File: src/rtl/picx_pkg.sv
// Contract
// - cpu level is msb bit plus status field
// - msb status bit reads level above seven
// - nesting disable blocks user preemption
// - each source has writable priority field
// - reset sets every user priority to four
// - flag stays set until software clears it
// - return restores pc, status byte, level
// - trap flags persist until software clears
// - level seven blocks all user interrupts
// - only levels up to seven are maskable
// - timed disable blocks levels one to six
package picx_pkg;
   localparam int NSRC = 8; // user sources
   localparam int NTRAP = 4; // trap sources
   // register word offsets (byte addresses)
   localparam logic [7:0] OFS_CORE = 8'h00;
   localparam logic [7:0] OFS_ICON1 = 8'h04;
   localparam logic [7:0] OFS_FLAG = 8'h08;
   localparam logic [7:0] OFS_ENA = 8'h0c;
   localparam logic [7:0] OFS_PRIO_LO = 8'h10;
   localparam logic [7:0] OFS_PRIO_HI = 8'h14;
   localparam logic [7:0] OFS_STATUS = 8'h18;
   localparam logic [7:0] OFS_TIMED_DISABLE_INSTR = 8'h1c;
   localparam logic [7:0] OFS_STATE = 8'h20;
   // field positions
   localparam int CORE_MSB_BIT = 3;
   localparam int NESTING_DISABLE_BIT = 15;
   localparam int STATUS_LVL_LSB = 5;
   // priority reset value, block-all level, trap vector base
   localparam logic [2:0] PRIO_RESET = 3'h4;
   localparam logic [2:0] LVL_BLOCK_ALL = 3'h7;
   localparam logic [3:0] TRAP_BASE = 4'h8;
endpackage : picx_pkg

File: src/rtl/picx_arb.sv
`timescale 1ns/1ps
// combinational winner search over user sources
module picx_arb
   import picx_pkg::*;
#(
   parameter int N = 8
)(
   input  wire logic [N-1:0]   req_i,  // pending and enabled
   input  wire logic [3*N-1:0] prio_i, // packed priorities
   output logic      [2:0]     lvl_o,  // winning level, 0 none
   output logic      [2:0]     idx_o   // winning index
);
   always_comb
   begin
      lvl_o = 3'h0;
      idx_o = 3'h0;
      // lowest index wins a tie; zero priority never wins
      for (int i = 0; i < N; i++)
      begin
         if (req_i[i] && (prio_i[3*i +: 3] > lvl_o))
         begin
            lvl_o = prio_i[3*i +: 3];
            idx_o = 3'(i);
         end
      end
   end
endmodule : picx_arb

File: src/rtl/picx_ctrl.sv
`timescale 1ns/1ps
// priority interrupt controller with wishbone registers
module picx_ctrl
   import picx_pkg::*;
#(
   parameter int TIMED_DISABLE_INSTR_DEF = 5 // unused; reset clears the timed disable count to 0
)(
   input  wire logic             clk_i,
   input  wire logic             rst_i,
   input  wire logic [7:0]       adr_i,
   input  wire logic [31:0]      dat_i,
   input  wire logic [3:0]       sel_i,
   input  wire logic             we_i,
   input  wire logic             cyc_i,
   input  wire logic             stb_i,
   output logic      [31:0]      dat_o,
   output logic                  ack_o,
   output logic                  err_o,
   input  wire logic [NSRC-1:0]  src_i,      // one-cycle source events
   input  wire logic [NTRAP-1:0] trap_i,     // one-cycle trap events
   input  wire logic             instr_i,    // one instruction retired
   input  wire logic             ret_i,      // handler return pulse
   input  wire logic [15:0]      pc_i,       // pc to stack on entry
   output logic                  take_o,     // entry pulse to cpu
   output logic      [3:0]       vec_o,      // vector, trap if msb
   output logic      [15:0]      ret_pc_o,   // restored pc
   output logic      [3:0]       cpu_lvl_o   // current cpu level
);
   // state registers
   logic [NSRC-1:0]   flag_reg, flag_next;
   logic [NSRC-1:0]   ena_reg, ena_next;
   logic [3*NSRC-1:0] prio_reg, prio_next;
   logic [NTRAP-1:0]  trap_reg, trap_next;
   logic              nst_reg, nst_next;
   logic [7:0]        srl_reg, srl_next;   // status low byte
   logic              msb_reg, msb_next;   // level bit 3
   logic [7:0]        timed_disable_instr_reg, timed_disable_instr_next; // timed disable count
   logic [3:0]        depth_reg, depth_next;
   logic              act_reg, act_next;   // handler running
   logic [24:0]       stk_reg [0:7];       // pc, srl, msb per nest
   logic [24:0]       stk_next;
   logic              push, pop;
   logic [31:0]       dat_next;
   logic              ack_next, err_next, take_next;
   logic [3:0]        vec_next;
   logic [15:0]       rpc_next;
   // arbiter
   logic [2:0]        win_lvl, win_idx;
   logic [3:0]        cur_lvl;
   logic              wr, rd_ok;
   logic [1:0]        trap_hit;
   logic              trap_any;

   assign cur_lvl = {msb_reg, srl_reg[STATUS_LVL_LSB +: 3]};
   assign wr = cyc_i && stb_i && we_i && !ack_o && sel_i[0];

   picx_arb #(.N(NSRC)) u_arb (
      .req_i  (flag_reg & ena_reg),
      .prio_i (prio_reg),
      .lvl_o  (win_lvl),
      .idx_o  (win_idx)
   );

   // trap with lowest index wins
   always_comb
   begin
      trap_any = |trap_reg;
      trap_hit = 2'h0;
      for (int t = NTRAP - 1; t >= 0; t--)
      begin
         if (trap_reg[t])
         begin
            trap_hit = 2'(t);
         end
      end
   end

   // next-state for registers, stack and cpu interface
   always_comb
   begin
      flag_next  = flag_reg | src_i;
      trap_next  = trap_reg | trap_i;
      ena_next   = ena_reg;
      prio_next  = prio_reg;
      nst_next   = nst_reg;
      srl_next   = srl_reg;
      msb_next   = msb_reg;
      timed_disable_instr_next  = (instr_i && timed_disable_instr_reg != 8'h0) ? timed_disable_instr_reg - 8'h1 : timed_disable_instr_reg;
      depth_next = depth_reg;
      act_next   = act_reg;
      push       = 1'b0;
      pop        = 1'b0;
      stk_next   = {pc_i, srl_reg, msb_reg};
      take_next  = 1'b0;
      vec_next   = vec_o;
      rpc_next   = ret_pc_o;
      // software writes; a same-cycle event keeps its flag set
      if (wr)
      begin
         unique case (adr_i)
            OFS_CORE:
               if (!dat_i[CORE_MSB_BIT])
                  msb_next = 1'b0;
            OFS_ICON1:
            begin
               if (sel_i[1])
                  nst_next = dat_i[NESTING_DISABLE_BIT];
               trap_next = (trap_reg & dat_i[NTRAP-1:0]) | trap_i;
            end
            OFS_FLAG:  flag_next = (flag_reg & dat_i[NSRC-1:0]) | src_i;
            OFS_ENA:   ena_next = dat_i[NSRC-1:0];
            OFS_PRIO_LO: prio_next[11:0] = dat_i[11:0];
            OFS_PRIO_HI: prio_next[23:12] = dat_i[11:0];
            OFS_STATUS: srl_next = dat_i[7:0];
            OFS_TIMED_DISABLE_INSTR:  timed_disable_instr_next = dat_i[7:0];
            default: ;
         endcase
      end
      // entry after return: traps need msb clear and a free stack slot, user sources need level and windows
      if (ret_i && depth_reg != 4'h0)
      begin
         pop        = 1'b1;
         depth_next = depth_reg - 4'h1;
         rpc_next   = stk_reg[depth_reg[2:0] - 3'h1][24:9];
         srl_next   = stk_reg[depth_reg[2:0] - 3'h1][8:1];
         msb_next   = stk_reg[depth_reg[2:0] - 3'h1][0];
         act_next   = (depth_reg != 4'h1);
      end
      else if (trap_any && !msb_reg && depth_reg != 4'h8)
      begin
         push       = 1'b1;
         take_next  = 1'b1;
         vec_next   = TRAP_BASE | {2'h0, trap_hit};
         msb_next   = 1'b1;
         srl_next   = srl_reg | 8'he0;
         depth_next = depth_reg + 4'h1;
         act_next   = 1'b1;
      end
      else if (win_lvl != 3'h0 && {1'b0, win_lvl} > cur_lvl
               && !(win_lvl != 3'h7 && timed_disable_instr_reg != 8'h0)
               && !(nst_reg && act_reg)
               && depth_reg != 4'h8)
      begin
         push       = 1'b1;
         take_next  = 1'b1;
         vec_next   = {1'b0, win_idx};
         srl_next   = {win_lvl, srl_reg[4:0]};
         depth_next = depth_reg + 4'h1;
         act_next   = 1'b1;
      end
      // bus answer, one cycle, unmapped gets err
      ack_next = 1'b0;
      err_next = 1'b0;
      dat_next = 32'h0;
      rd_ok    = 1'b1;
      unique case (adr_i)
         OFS_CORE:    dat_next[CORE_MSB_BIT] = msb_reg;
         OFS_ICON1:   dat_next = {16'h0, nst_reg, 11'h0, trap_reg};
         OFS_FLAG:    dat_next[NSRC-1:0] = flag_reg;
         OFS_ENA:     dat_next[NSRC-1:0] = ena_reg;
         OFS_PRIO_LO: dat_next[11:0] = prio_reg[11:0];
         OFS_PRIO_HI: dat_next[11:0] = prio_reg[23:12];
         OFS_STATUS:  dat_next[7:0] = srl_reg;
         OFS_TIMED_DISABLE_INSTR:    dat_next[7:0] = timed_disable_instr_reg;
         OFS_STATE:   dat_next = {20'h0, depth_reg, cur_lvl, 3'h0, act_reg};
         default:     rd_ok = 1'b0;
      endcase
      if (cyc_i && stb_i && !ack_o && !err_o)
      begin
         ack_next = rd_ok;
         err_next = !rd_ok;
      end
      if (!rd_ok)
         dat_next = 32'h0;
   end

   // register everything
   always_ff @(posedge clk_i)
   begin
      if (rst_i)
      begin
         flag_reg  <= '0;
         ena_reg   <= '0;
         prio_reg  <= {NSRC{PRIO_RESET}};
         trap_reg  <= '0;
         nst_reg   <= 1'b0;
         srl_reg   <= 8'h0;
         msb_reg   <= 1'b0;
         timed_disable_instr_reg  <= 8'h0;
         depth_reg <= 4'h0;
         act_reg   <= 1'b0;
         dat_o     <= 32'h0;
         ack_o     <= 1'b0;
         err_o     <= 1'b0;
         take_o    <= 1'b0;
         vec_o     <= 4'h0;
         ret_pc_o  <= 16'h0;
         cpu_lvl_o <= 4'h0;
      end
      else
      begin
         flag_reg  <= flag_next;
         ena_reg   <= ena_next;
         prio_reg  <= prio_next;
         trap_reg  <= trap_next;
         nst_reg   <= nst_next;
         srl_reg   <= srl_next;
         msb_reg   <= msb_next;
         timed_disable_instr_reg  <= timed_disable_instr_next;
         depth_reg <= depth_next;
         act_reg   <= act_next;
         dat_o     <= dat_next;
         ack_o     <= ack_next;
         err_o     <= err_next;
         take_o    <= take_next;
         vec_o     <= vec_next;
         ret_pc_o  <= rpc_next;
         cpu_lvl_o <= {msb_next, srl_next[STATUS_LVL_LSB +: 3]};
      end
   end

   // entry stack, no reset needed: read only below depth
   always_ff @(posedge clk_i)
   begin
      if (push && !pop)
         stk_reg[depth_reg[2:0]] <= stk_next;
   end
endmodule : picx_ctrl

File: config.mk
export PLATFORM = sky130hd
export DESIGN_NAME = picx_ctrl
export DESIGN_NICKNAME = d
export VERILOG_FILES = /design/src/rtl/picx_pkg.sv /design/src/rtl/picx_arb.sv /design/src/rtl/picx_ctrl.sv
export SDC_FILE = /design/constraint.sdc
export NUM_CORES = 1
export LEC_CHECK = 0
export ABC_AREA = 1
export CELL_PAD_IN_SITES_DETAIL_PLACEMENT = 2
export CELL_PAD_IN_SITES_GLOBAL_PLACEMENT = 2
export CORE_MARGIN = 10
export CORE_UTILIZATION = 40
export CTS_BUF_LIST = sky130_fd_sc_hd__clkbuf_4 sky130_fd_sc_hd__clkbuf_8 sky130_fd_sc_hd__clkbuf_16
export DETAILED_ROUTE_END_ITERATION = 10
export DONT_BUFFER_PORTS = 1
export PLACE_DENSITY_LB_ADDON = 0.1
export SLEW_MARGIN = 20
export SYNTH_ARGS = -nofsm -noshare
export SYNTH_HDL_FRONTEND = slang
export SYNTH_SLANG_ARGS = --single-unit
File: constraint.sdc
create_clock -name clk_i -period 19.3 [get_ports clk_i]
set_input_delay 1.93 -clock clk_i [delete_from_list [all_inputs] [get_ports clk_i]]
set_output_delay 1.93 -clock clk_i [all_outputs]
set_load 0.02 [all_outputs]
---- Yosys cells after proc, flatten, opt, wreduce, memory -nomap -nowiden ----
Memory sizes are Yosys's and may differ from the RTL's.
Cells that the tools add are included.
cells by class
  reductions and logical operators ........ 51
  $lt $le $gt $ge ......................... 9
  div/mod/pow operators ................... 0
  multiplexer cells ....................... 55
  equal/unequal tests ..................... 13
  bitwise logic cells ..................... 11
  $mul .................................... 0
  add/sub/neg operators ................... 4
  shift-type cells ........................ 0
operator list
  operator               number
  $mux W8                10
  $mux W3                12
  $eq A8 B5 Y1 const B   4
  $mux W4                7
  $pmux W4 S7            1
  $logic_and A1 B1 Y1    25
  $pmux W3 S8            1
  $gt A3 B3 Y1           7
  $and A8 B8 Y8          2
  $eq A8 B4 Y1 const B   2
  $mux W1                16
  $or A8 B8 Y8           2
  $mux W2                6
  $pmux W4 S3            1
  $reduce_or A9 Y1       1
  $eq A8 B3 Y1 const B   1
  $eq A8 B6 Y1 const B   1
  $logic_not A8 Y1       1
  $or A4 B4 Y4           2
  $pmux W1 S8            1
  $reduce_and A2 Y1      4
  $reduce_bool A8 Y1     1
  $sub A8 B1 Y8 const B  1
  $logic_not A1 Y1       7
  19 further kinds       27
storage, ports and cells
  RAM bits ................................ 200
  input bits .............................. 79
  ROM bits ................................ 0
  latch bits .............................. 0
  memories ................................ 1
  word-level logic and storage cells ...... 164
  output and inout port bits .............. 59
  bits in registers ....................... 126
memories
  name     words  width  rd ports  clocked after Yosys merged registers in  write ports  RTL line         source
  stk_reg  8      25     1         0                                        1            picx_ctrl.sv:40  logic [24:0] stk_reg [0:7];

---- Longest topological paths before layout ----
Gate-level depths: netlist (run 1).
  depth in word-level cells ............... 36
  mapped depth ............................ 66
  mapped depth without buffers ............ 66

---- Hierarchy ----
Synthesis (run 1) repeated with hierarchy kept, for this count alone.
unflattened totals
  cells, all modules ...................... 1,482
  area, all modules ....................... 13,833.3 um^2
modules (own cells, without submodules)
  module     area each (um^2)  times used  cells each  sequential area each (um^2)
  picx_ctrl  12,923.6          1           1,325       8,067.7
  picx_arb   909.6             1           157         0.0

---- Least setup slack after synthesis (run 1) ----
Ideal clock, no wire load.
  kind .................................... register -> register
  start point ............................. register flag_reg[0]
  end point ............................... memory stk_reg[1][0], enable pin
  required time ........................... 18.877 ns
  data arrival time ....................... 9.034 ns
  setup time .............................. 0.423 ns
  period minus slack after synthesis ...... 9.457 ns
  path slack .............................. 9.843 ns
  buffers on the path ..................... 1
  stages on the path, launching flop included .. 60
  cell sequence ........................... dfxtp_1 nand2_1 nor2_1 inv_1 ha_1 a21oi_1 nand2_2 nand2_2 nand2_1 o21ai_0 ha_1 nor2_1 or2_1 nand3_2 nand3_2 nand2_2 o21ai_0 ha_1 [24 not listed] o21ai_0 ha_1 nand3_2 nor2_2 nor2_4 nand2_4 nand2_1 nand2_2 ha_1 nand2_1 inv_1 nand2_1 nand2_1 nand3_4 nand2_2 nand2_4 buf_6 nor4_2
on the way
  cells in the longest elaborated chain, start to end .. 36
  elaborated cells on any way between the ends .. 39
  classes of those cells .................. order compare: 8; eq/ne: 1; mux: 13; bitwise: 1; reduce/logical: 16
ends and longest elaborated chain
  element                            RTL line          source
  from (decl)                        picx_ctrl.sv:30   logic [NSRC-1:0] flag_reg, flag_next;
  from (signal assigned)             picx_ctrl.sv:202  flag_reg <= flag_next;
  $and A8 B8 Y8 (*)                  picx_ctrl.sv:58   .req_i (flag_reg & ena_reg),
  $logic_and A1 B1 Y1 (*)            picx_arb.sv:20    if (req_i[i] && (prio_i[3*i +: 3] > lvl_o))
  $mux W3 (*)                        picx_arb.sv:20
  $gt A3 B3 Y1                       picx_arb.sv:20
  $logic_and A1 B1 Y1                picx_arb.sv:20
  $mux W3 (*)                        picx_arb.sv:20
  $gt A3 B3 Y1                       picx_arb.sv:20
  $logic_and A1 B1 Y1                picx_arb.sv:20
  [20 not listed]                    -
  $logic_and A1 B1 Y1 (*)            picx_ctrl.sv:141  && !(nst_reg && act_reg)
  $logic_and A1 B1 Y1 (*)            picx_ctrl.sv:142  && depth_reg != 4'h8)
  $mux W1 (*)                        picx_ctrl.sv:139  else if (win_lvl != 3'h0 && {1'b0, win_lvl} > cur_lvl
  $mux W1 (*)                        picx_ctrl.sv:129  else if (trap_any && !msb_reg && depth_reg != 4'h8)
  $mux W1 (*)                        picx_ctrl.sv:120  if (ret_i && depth_reg != 4'h0)
  $logic_and A1 B1 Y1 (*)            picx_ctrl.sv:225  if (push && !pop)
  $mux W1 (*)                        picx_ctrl.sv:225
  $mux W1 (implied by the code) (*)  picx_ctrl.sv:226  stk_reg[depth_reg[2:0]] <= stk_next;
  to (decl)                          picx_ctrl.sv:40
Every way passes the cells marked *.

---- Worst setup path in the final report (run 1) ----
  start point ............................. register ena_reg[0]
  end point ............................... memory stk_reg[5][2], enable pin
on the way
  cells in the longest elaborated chain, start to end .. 36
  elaborated cells on any way between the ends .. 39
  classes of those cells .................. order compare: 8; eq/ne: 1; mux: 13; bitwise: 1; reduce/logical: 16
ends and longest elaborated chain
  element                            RTL line          source
  from (decl)                        picx_ctrl.sv:31   logic [NSRC-1:0] ena_reg, ena_next;
  from (signal assigned)             picx_ctrl.sv:203  ena_reg <= ena_next;
  $and A8 B8 Y8 (*)                  picx_ctrl.sv:58
  $logic_and A1 B1 Y1 (*)            picx_arb.sv:20
  $mux W3 (*)                        picx_arb.sv:20
  $gt A3 B3 Y1                       picx_arb.sv:20
  $logic_and A1 B1 Y1                picx_arb.sv:20
  $mux W3 (*)                        picx_arb.sv:20
  $gt A3 B3 Y1                       picx_arb.sv:20
  $logic_and A1 B1 Y1                picx_arb.sv:20
  [20 not listed]                    -
  $logic_and A1 B1 Y1 (*)            picx_ctrl.sv:141
  $logic_and A1 B1 Y1 (*)            picx_ctrl.sv:142
  $mux W1 (*)                        picx_ctrl.sv:139
  $mux W1 (*)                        picx_ctrl.sv:129
  $mux W1 (*)                        picx_ctrl.sv:120
  $logic_and A1 B1 Y1 (*)            picx_ctrl.sv:225
  $mux W1 (*)                        picx_ctrl.sv:225
  $mux W1 (implied by the code) (*)  picx_ctrl.sv:226
Marks and branches as above.

==> results.sh, run 1 <==
export IMPL_design_area_um2=15200
export IMPL_drive_above_1_share_pct=10.2
export IMPL_layout_nets=1496
export IMPL_whs_path_depth=2
export IMPL_post_route_drc_count=0
export IMPL_status="complete, no violations"
export IMPL_cellLeakagePower_uw=0.00568
export IMPL_synth_top_area_share_pct=44.3
export IMPL_cts_root_buf="clkbuf_16"
export IMPL_final_hold_viol_count=0
export IMPL_maxCapViolCount=0
export IMPL_critPathMaxFanout=18
export IMPL_wl_um=48500
export IMPL_num_vias=10534
export IMPL_place_hpwl_um=30600
export IMPL_area_delta_synth_final_pct=12.4
export IMPL_hp_class="flop to flop"
export IMPL_initial_utilization_pct=40.5
export IMPL_peakVddDrop_mv=0.0613
export IMPL_cts_buffers_inserted=35
export IMPL_worstMarginPinSlew_ns=0.979
export IMPL_cts_resized=0
export IMPL_grt_pass1_wl_um=73200
export IMPL_cp_end_kind="flop"
export IMPL_rsz0062_at_grt="no"
export IMPL_fin_skew_ns=0.0205
export IMPL_synth_avg_cell_area_um2=9.63
export IMPL_postCtsSetupRepairBufs=0
export IMPL_largest_register_ffs=200
export IMPL_first_iter_violations=546
export IMPL_synth_common_cells="nand2_1 (222), edfxtp_1 (200), nor2_1 (163)"
export IMPL_synth_main_ff_cell="edfxtp_1"
export IMPL_io_pins=138
export IMPL_min_from="trap_reg[3]$_SDFF_PP0_"
export IMPL_fmax_ghz=0.0945
export IMPL_antenna_found_initial=1
export IMPL_placed_area_um2=14000
export IMPL_synth_warnings=0
export IMPL_die_h_um=204
export IMPL_drt_pass1_iter_count=4
export IMPL_grtUsageTotal_pct=23.0
export IMPL_holdPathEnd="trap_reg[3]$_SDFF_PP0_"
export IMPL_cts_hold_fix_buffers=0
export IMPL_cts_max_path_buffers=3
export IMPL_core_area_um2=33400
export IMPL_yosys_register_bits=303
export IMPL_syn_area_um2=13600
export IMPL_h_tree_depth=2
export IMPL_yosysUniqueCellTypes=51
export IMPL_synthCells=1407
export IMPL_tns_ns=0
export IMPL_setup_viol_count_final=0
export IMPL_grt_overflow_total=0
export IMPL_r2r_start="ena_reg[0]$_SDFFE_PP0P_"
export IMPL_die_width_um=204
export IMPL_relSlewSlack_pct=34.7
export IMPL_layout_min_cycle_time_ns=10.58
export IMPL_yosysMostFrequentCell="nand2_1"
export IMPL_gp_congestion=0.840
export IMPL_cpPeakStageDelay_ns=0.73
export IMPL_worstReg2RegEnd="stk_reg[5][2]$_DFFE_PP_"
export IMPL_grt_max_degree=82
export IMPL_routedWlPerCell_um=25.9
export IMPL_critPathSlowestCell="nor4_4"
export IMPL_vias_per_cell=5.62
export IMPL_clkSlewWorstSetupHoldPaths_ns=0.06
export IMPL_startpoint_type="flop"
export IMPL_period_share_pct=54.8
export IMPL_cts_tree="done"
export IMPL_synth_largest_area_cell="edfxtp_1"
export IMPL_grt_pass1_vias=11817
export IMPL_path_class="flop to flop"
export IMPL_ff2ff_path_depth=59
export IMPL_synth_edf_count=200
export IMPL_rrSetupSlack_ns=8.72
export IMPL_core_rowCount=67
export IMPL_clock_latency_ns=0.53
export IMPL_portBuffers=0
export IMPL_synth_async_reset_ratio_pct=0
export IMPL_cts_sinks=303
export IMPL_final_antenna_net_count=0
export IMPL_power_density_nw_per_um2=152
export IMPL_die_area_um2=41600
export IMPL_seq_area_frac_synth_pct=59.5
export IMPL_critPathRequiredTime_ns=19.48
export IMPL_report_final_slew_viol_count=0
export IMPL_synth_area_top_cells="edfxtp_1 (44%), dfxtp_1 (15%), nand2_1 (6.1%)"
export IMPL_arrival_ns=10.76
layout make-up:
| type | instances | area [um2] |
|---|---|---|
| diodes | 1 | 2.50 |
| clock buffers | 46 | 1050 |
| clock inverters | 18 | 175 |
| fillers | 3511 | 18200 |
| inverters | 151 | 569 |
| multi-input cells | 887 | 4640 |
| flip-flops and latches | 303 | 8070 |
| well taps | 448 | 561 |
| repair buffers | 22 | 165 |
where the power goes:
part / internal, uW / switching, uW / leakage (uW)
Sequential: 821 / 108 / 0.00267
Clock: 424 / 277 / 0.000607
Combinational: 190 / 492 / 0.00241
Total: 1440 / 877 / 0.00568
per-stage QoR:
| step | cells | util, % | total power (uW) | hold slack (ns) | worst slack (ns) |
|---|---|---|---|---|---|
| 2_1_floorplan | 1425 | - | 1350 | 0.439 | 9.84 |
| 4_1_cts | 1875 | 45.5 | 2340 | 0.491 | 8.56 |
| 5_1_grt | 1875 | 45.5 | 2440 | 0.532 | 7.58 |
| 3_5_place_dp | 1811 | 41.9 | 1610 | 0.484 | 8.66 |
| 3_3_place_gp | 1811 | 41.9 | 1560 | 0.458 | 8.89 |
| 6_report | 1876 | 45.5 | 2310 | 0.491 | 8.72 |
critical path: cells and delay by family, from the launching register on:
| kind | cells | cell delay [ns] |
|---|---|---|
| simple gates | 36 | 4.49 |
| flops | 1 | 0.35 |
| fa+ha+maj | 8 | 2.38 |
| buf+inv | 5 | 0.77 |
| compound gates | 10 | 2.23 |
cells in the final DEF, fill, tap and decap left out, types with 4 or more instances in the layout:
cell       count
a211oi_1      10
a21oi_1       59
a221oi_1       6
a22o_1         8
a31oi_1        9
a41oi_1        5
buf_4         22
clkbuf_16     38
clkbuf_8       6
clkinv_1       9
clkinv_2       8
conb_1        19
dfxtp_1      102
edfxtp_1     200
ha_1          17
inv_1        140
inv_2          6
nand2_1      222
nand2_2       17
nand2_4        7
nand3_1       61
nand3_2       11
nand4_1        5
nor2_1       159
nor2_2         5
nor3_1         9
nor4_4         6
o211ai_1       9
o21ai_0      142
o21ai_1        4
o21bai_1       7
o22ai_1       56
o31ai_1        6
or2_2          4
cells by family after synthesis:
family	count (synthesis)	share of synthesized area, %
XOR/XNOR	3	0.194
adder cells (fa/ha/maj)	17	1.57
AO/OA/AOI/OAI	333	14.4
other	1	0.0277
AND/OR/NAND/NOR	515	17.1
flip-flops	303	59.5
buffers and inverters	235	7.25
worst max-delay path by stage:
stage / endpoint / startpoint
final: stk_reg[5][2]$_DFFE_PP_ / ena_reg[0]$_SDFFE_PP0P_
after global routing: stk_reg[5][2]$_DFFE_PP_ / ena_reg[0]$_SDFFE_PP0P_
after CTS: stk_reg[5][2]$_DFFE_PP_ / ena_reg[0]$_SDFFE_PP0P_
after detailed placement: stk_reg[5][7]$_DFFE_PP_ / ena_reg[0]$_SDFFE_PP0P_
after global placement: stk_reg[5][6]$_DFFE_PP_ / ena_reg[0]$_SDFFE_PP0P_
after floorplan: stk_reg[1][0]$_DFFE_PP_ / flag_reg[0]$_SDFF_PP0_
routing by layer:
metal	vias to the layer above	part of all wire (%)	track usage (%)	routed length, um
li1	4813	-	-	-
met1	5393	40	26.0	19200
met2	252	53	42.7	25500
met3	76	5.6	4.74	2700
met4	0	2.3	6.37	1100
met5	-	0	0	0
(Power assumes the default switching activity.)
==> inputs of run 2 (changes only) <==
--- a/config.mk
+++ b/config.mk
@@ -5,11 +5,11 @@
 export SDC_FILE = /design/constraint.sdc
 export NUM_CORES = 1
 export LEC_CHECK = 0
-export ABC_AREA = 1
+export ABC_AREA = 0
 export CELL_PAD_IN_SITES_DETAIL_PLACEMENT = 2
 export CELL_PAD_IN_SITES_GLOBAL_PLACEMENT = 2
 export CORE_MARGIN = 10
-export CORE_UTILIZATION = 40
+export CORE_UTILIZATION = 39
 export CTS_BUF_LIST = sky130_fd_sc_hd__clkbuf_4 sky130_fd_sc_hd__clkbuf_8 sky130_fd_sc_hd__clkbuf_16
 export DETAILED_ROUTE_END_ITERATION = 10
 export DONT_BUFFER_PORTS = 1
==> constraint.sdc (replaced) <==
create_clock -name clk_i -period 9.7 [get_ports clk_i]
set_input_delay 0.97 -clock clk_i [delete_from_list [all_inputs] [get_ports clk_i]]
set_output_delay 0.97 -clock clk_i [all_outputs]
set_load 0.02 [all_outputs]
==> run 2 against run 1 <==
- the run now ends with negative setup slack left
- clock skew decreased by 0.0046 ns
- setup slack got worse by 10 ns
- count of clock-buffer cells in the layout increased by 4
- maximum frequency decreased by 3.6%
- utilization increased by 4.3 points
- via count decreased by 2.6%
- clock power increased by 87%
- sequential power increased by 99%
- sequential share of layout area decreased by 6.1 points
- sequential cell count unchanged
- global-route usage increased by 0.065 points
- total power increased by 110%
==> results.sh, run 2 <==
export IMPL_final_common_cell="edfxtp_1"
export IMPL_period_share_pct=113
export IMPL_startpoint_type="flop"
export IMPL_final_hold_viol_count=0
export IMPL_relSlewSlack_pct=24.7
export IMPL_syn_area_um2=13600
export IMPL_synth_main_ff_cell="edfxtp_1"
export IMPL_initial_utilization_pct=39.5
export IMPL_clock_latency_ns=0.53
export IMPL_tns_ns=-256.45
export IMPL_seq_area_frac_synth_pct=59.2
export IMPL_grt_use_met1_pct=30.2
export IMPL_dp_cells=1567
export IMPL_violations="negative setup slack"
export IMPL_grtUsageTotal_pct=23.0
export IMPL_cts_tree="done"
export IMPL_synth_top_family_by_area="compound AO/OA/AOI/OAI gates"
export IMPL_critPathBufInv=5
export IMPL_layout_nets=1324
export IMPL_gp_congestion=0.859
export IMPL_maxCapViolCount=0
export IMPL_wl_um=53000
export IMPL_cellLeakagePower_uw=0.00602
export IMPL_synth_avg_cell_area_um2=12.4
export IMPL_report_final_slew_viol_count=0
export IMPL_grt_overflow_total=0
export IMPL_largest_register_ffs=200
export IMPL_core_rowCount=68
export IMPL_drive_above_1_share_pct=28.6
export IMPL_yosysMostFrequentCell="edfxtp_1"
export IMPL_top_usage_layer="met2"
export IMPL_die_width_um=207
export IMPL_status="finished, violations left"
export IMPL_final_cells=1709
export IMPL_yosys_register_bits=303
export IMPL_synthMuxAreaShare_pct=10.9
export IMPL_placed_area_um2=14800
export IMPL_place_hpwl_um=32300
export IMPL_grt_pass1_vias=10803
export IMPL_synth_compound_area_share_pct=13.5
export IMPL_path_class="flop to flop"
export IMPL_antenna_found_initial=2
export IMPL_yosysUniqueCellTypes=89
export IMPL_synth_area_top_cells="edfxtp_1 (44%), dfxtp_1 (15%), mux4_2 (8.3%)"
export IMPL_clkSlewWorstSetupHoldPaths_ns=0.06
export IMPL_synth_largest_area_cell="edfxtp_1"
export IMPL_grt_max_degree=85
export IMPL_worstMarginPinSlew_ns=1.12
export IMPL_hp_class="flop to flop"
export IMPL_layout_min_cycle_time_ns=10.98
export IMPL_rsz0062_at_grt="yes"
export IMPL_portBuffers=0
export IMPL_crit_family="compound AO/OA/AOI/OAI gates"
export IMPL_layout_common_cells="edfxtp_1 (200), nand2_1 (111), dfxtp_1 (100)"
export IMPL_synth_edf_count=200
export IMPL_first_iter_violations=922
export IMPL_rrSetupSlack_ns=-1.28
export IMPL_io_pins=138
export IMPL_grt_met3_usage_pct=4.54
export IMPL_fin_skew_ns=0.0159
export IMPL_synth_adder_area_share_pct=1.71
export IMPL_critPathSlowestCell="dfxtp_4"
export IMPL_yosys_area_share_simple_pct=10.3
export IMPL_antenna_cells=0
export IMPL_h_tree_depth=2
export IMPL_routedWlPerCell_um=31.0
export IMPL_die_area_um2=42800
export IMPL_cp_end_kind="flop"
export IMPL_cts_hold_fix_buffers=0
export IMPL_synth_xor_area_share_pct=0.321
export IMPL_cts_sinks=303
export IMPL_synth_common_cells="edfxtp_1 (200), nand2_1 (115), dfxtp_1 (103)"
export IMPL_peakVddDrop_mv=0.343
export IMPL_critPathMaxFanout=8
export IMPL_fin_ws_ns=-1.28
export IMPL_synth_async_reset_ratio_pct=0
export IMPL_whs_path_depth=2
export IMPL_drt_pass1_iter_count=4
export IMPL_arrival_ns=11.22
export IMPL_area_delta_synth_final_pct=26.3
export IMPL_vias_per_cell=6.00
export IMPL_critPathRequiredTime_ns=9.95
export IMPL_die_h_um=207
export IMPL_fmax_ghz=0.0911
export IMPL_synthCells=1097
export IMPL_final_antenna_net_count=0
export IMPL_post_route_drc_count=0
export IMPL_cp_num_cells=57
export IMPL_cpPeakStageDelay_ns=0.37
export IMPL_cts_buffers_inserted=35
export IMPL_power_density_nw_per_um2=276
export IMPL_cts_root_buf="clkbuf_16"
export IMPL_cts_max_path_buffers=3
export IMPL_synth_top_area_share_pct=44.0
export IMPL_design_area_um2=17200
export IMPL_core_area_um2=34500
export IMPL_setup_viol_count_final=218
export IMPL_synth_warnings=0
export IMPL_ff2ff_path_depth=57
export IMPL_num_vias=10261
export IMPL_grt_pass1_wl_um=75100
export IMPL_use_met2_pct=38.1
[run 2: area by class of cell]
class / instances / area [um2]
fillers: 3346 / 17300
flip-flops and latches: 303 / 8080
multi-input cells: 692 / 5480
repair buffers: 156 / 1820
clock buffers: 50 / 1010
well taps: 455 / 569
inverters: 40 / 153
clock inverters: 13 / 109
[run 2: per-stage QoR]
stage	util [%]	worst slack (ns)	total power [uW]	hold slack [ns]
floorplan	-	-1.25	2660	0.445
detailed placement	42.8	-1.25	3130	0.501
global route	49.9	-1.83	4940	0.497
global placement	42.8	-0.872	3060	0.483
finish	49.9	-1.28	4750	0.517
CTS	48.7	-1.08	4590	0.505
[run 2: worst paths after layout]
kind	startpoint	end
setup / recovery	flag_reg[0]$_SDFF_PP0_	stk_reg[5][0]$_DFFE_PP_
setup reg to reg	flag_reg[0]$_SDFF_PP0_	stk_reg[5][0]$_DFFE_PP_
hold reg to reg	flag_reg[7]$_SDFF_PP0_	flag_reg[7]$_SDFF_PP0_
hold / removal	flag_reg[7]$_SDFF_PP0_	flag_reg[7]$_SDFF_PP0_
[run 2: what timing repair did]
| item | CTS | global route |
|---|---|---|
| pin swaps | 19 | 11 |
| resized for setup | 62 | 35 |
| endpoints found under the setup margin | 218 | 218 |
| gates cloned | 12 | 10 |
| buffers inserted | 42 | 22 |
[run 2: where the power goes]
part           total, uW  switching, uW  internal, uW
Clock               1310            552           761
Combinational       1580            884           700
Sequential          1850            223          1620
Total               4750           1660          3090
[run 2: worst min-delay path, cell delays in order, from the launching register on]
cell and delay, ns:
dfxtp_1 0.32, o21ai_0 0.09, a21oi_1 0.07
[run 2: kinds of logic after synthesis]
kind of cell | after synthesis
AND/OR/NAND/NOR | 306
flip-flops | 303
AO/OA/AOI/OAI | 259
buffers and inverters | 120
multiplexers | 84
adder cells (fa/ha/maj) | 19
XOR/XNOR | 5
other | 1
[run 2: routing by layer]
metal / up-vias / wire length (um)
met5: - / 13
met4: 2 / 1060
met3: 70 / 3320
met2: 341 / 25800
met1: 5426 / 22900
li1: 4422 / -
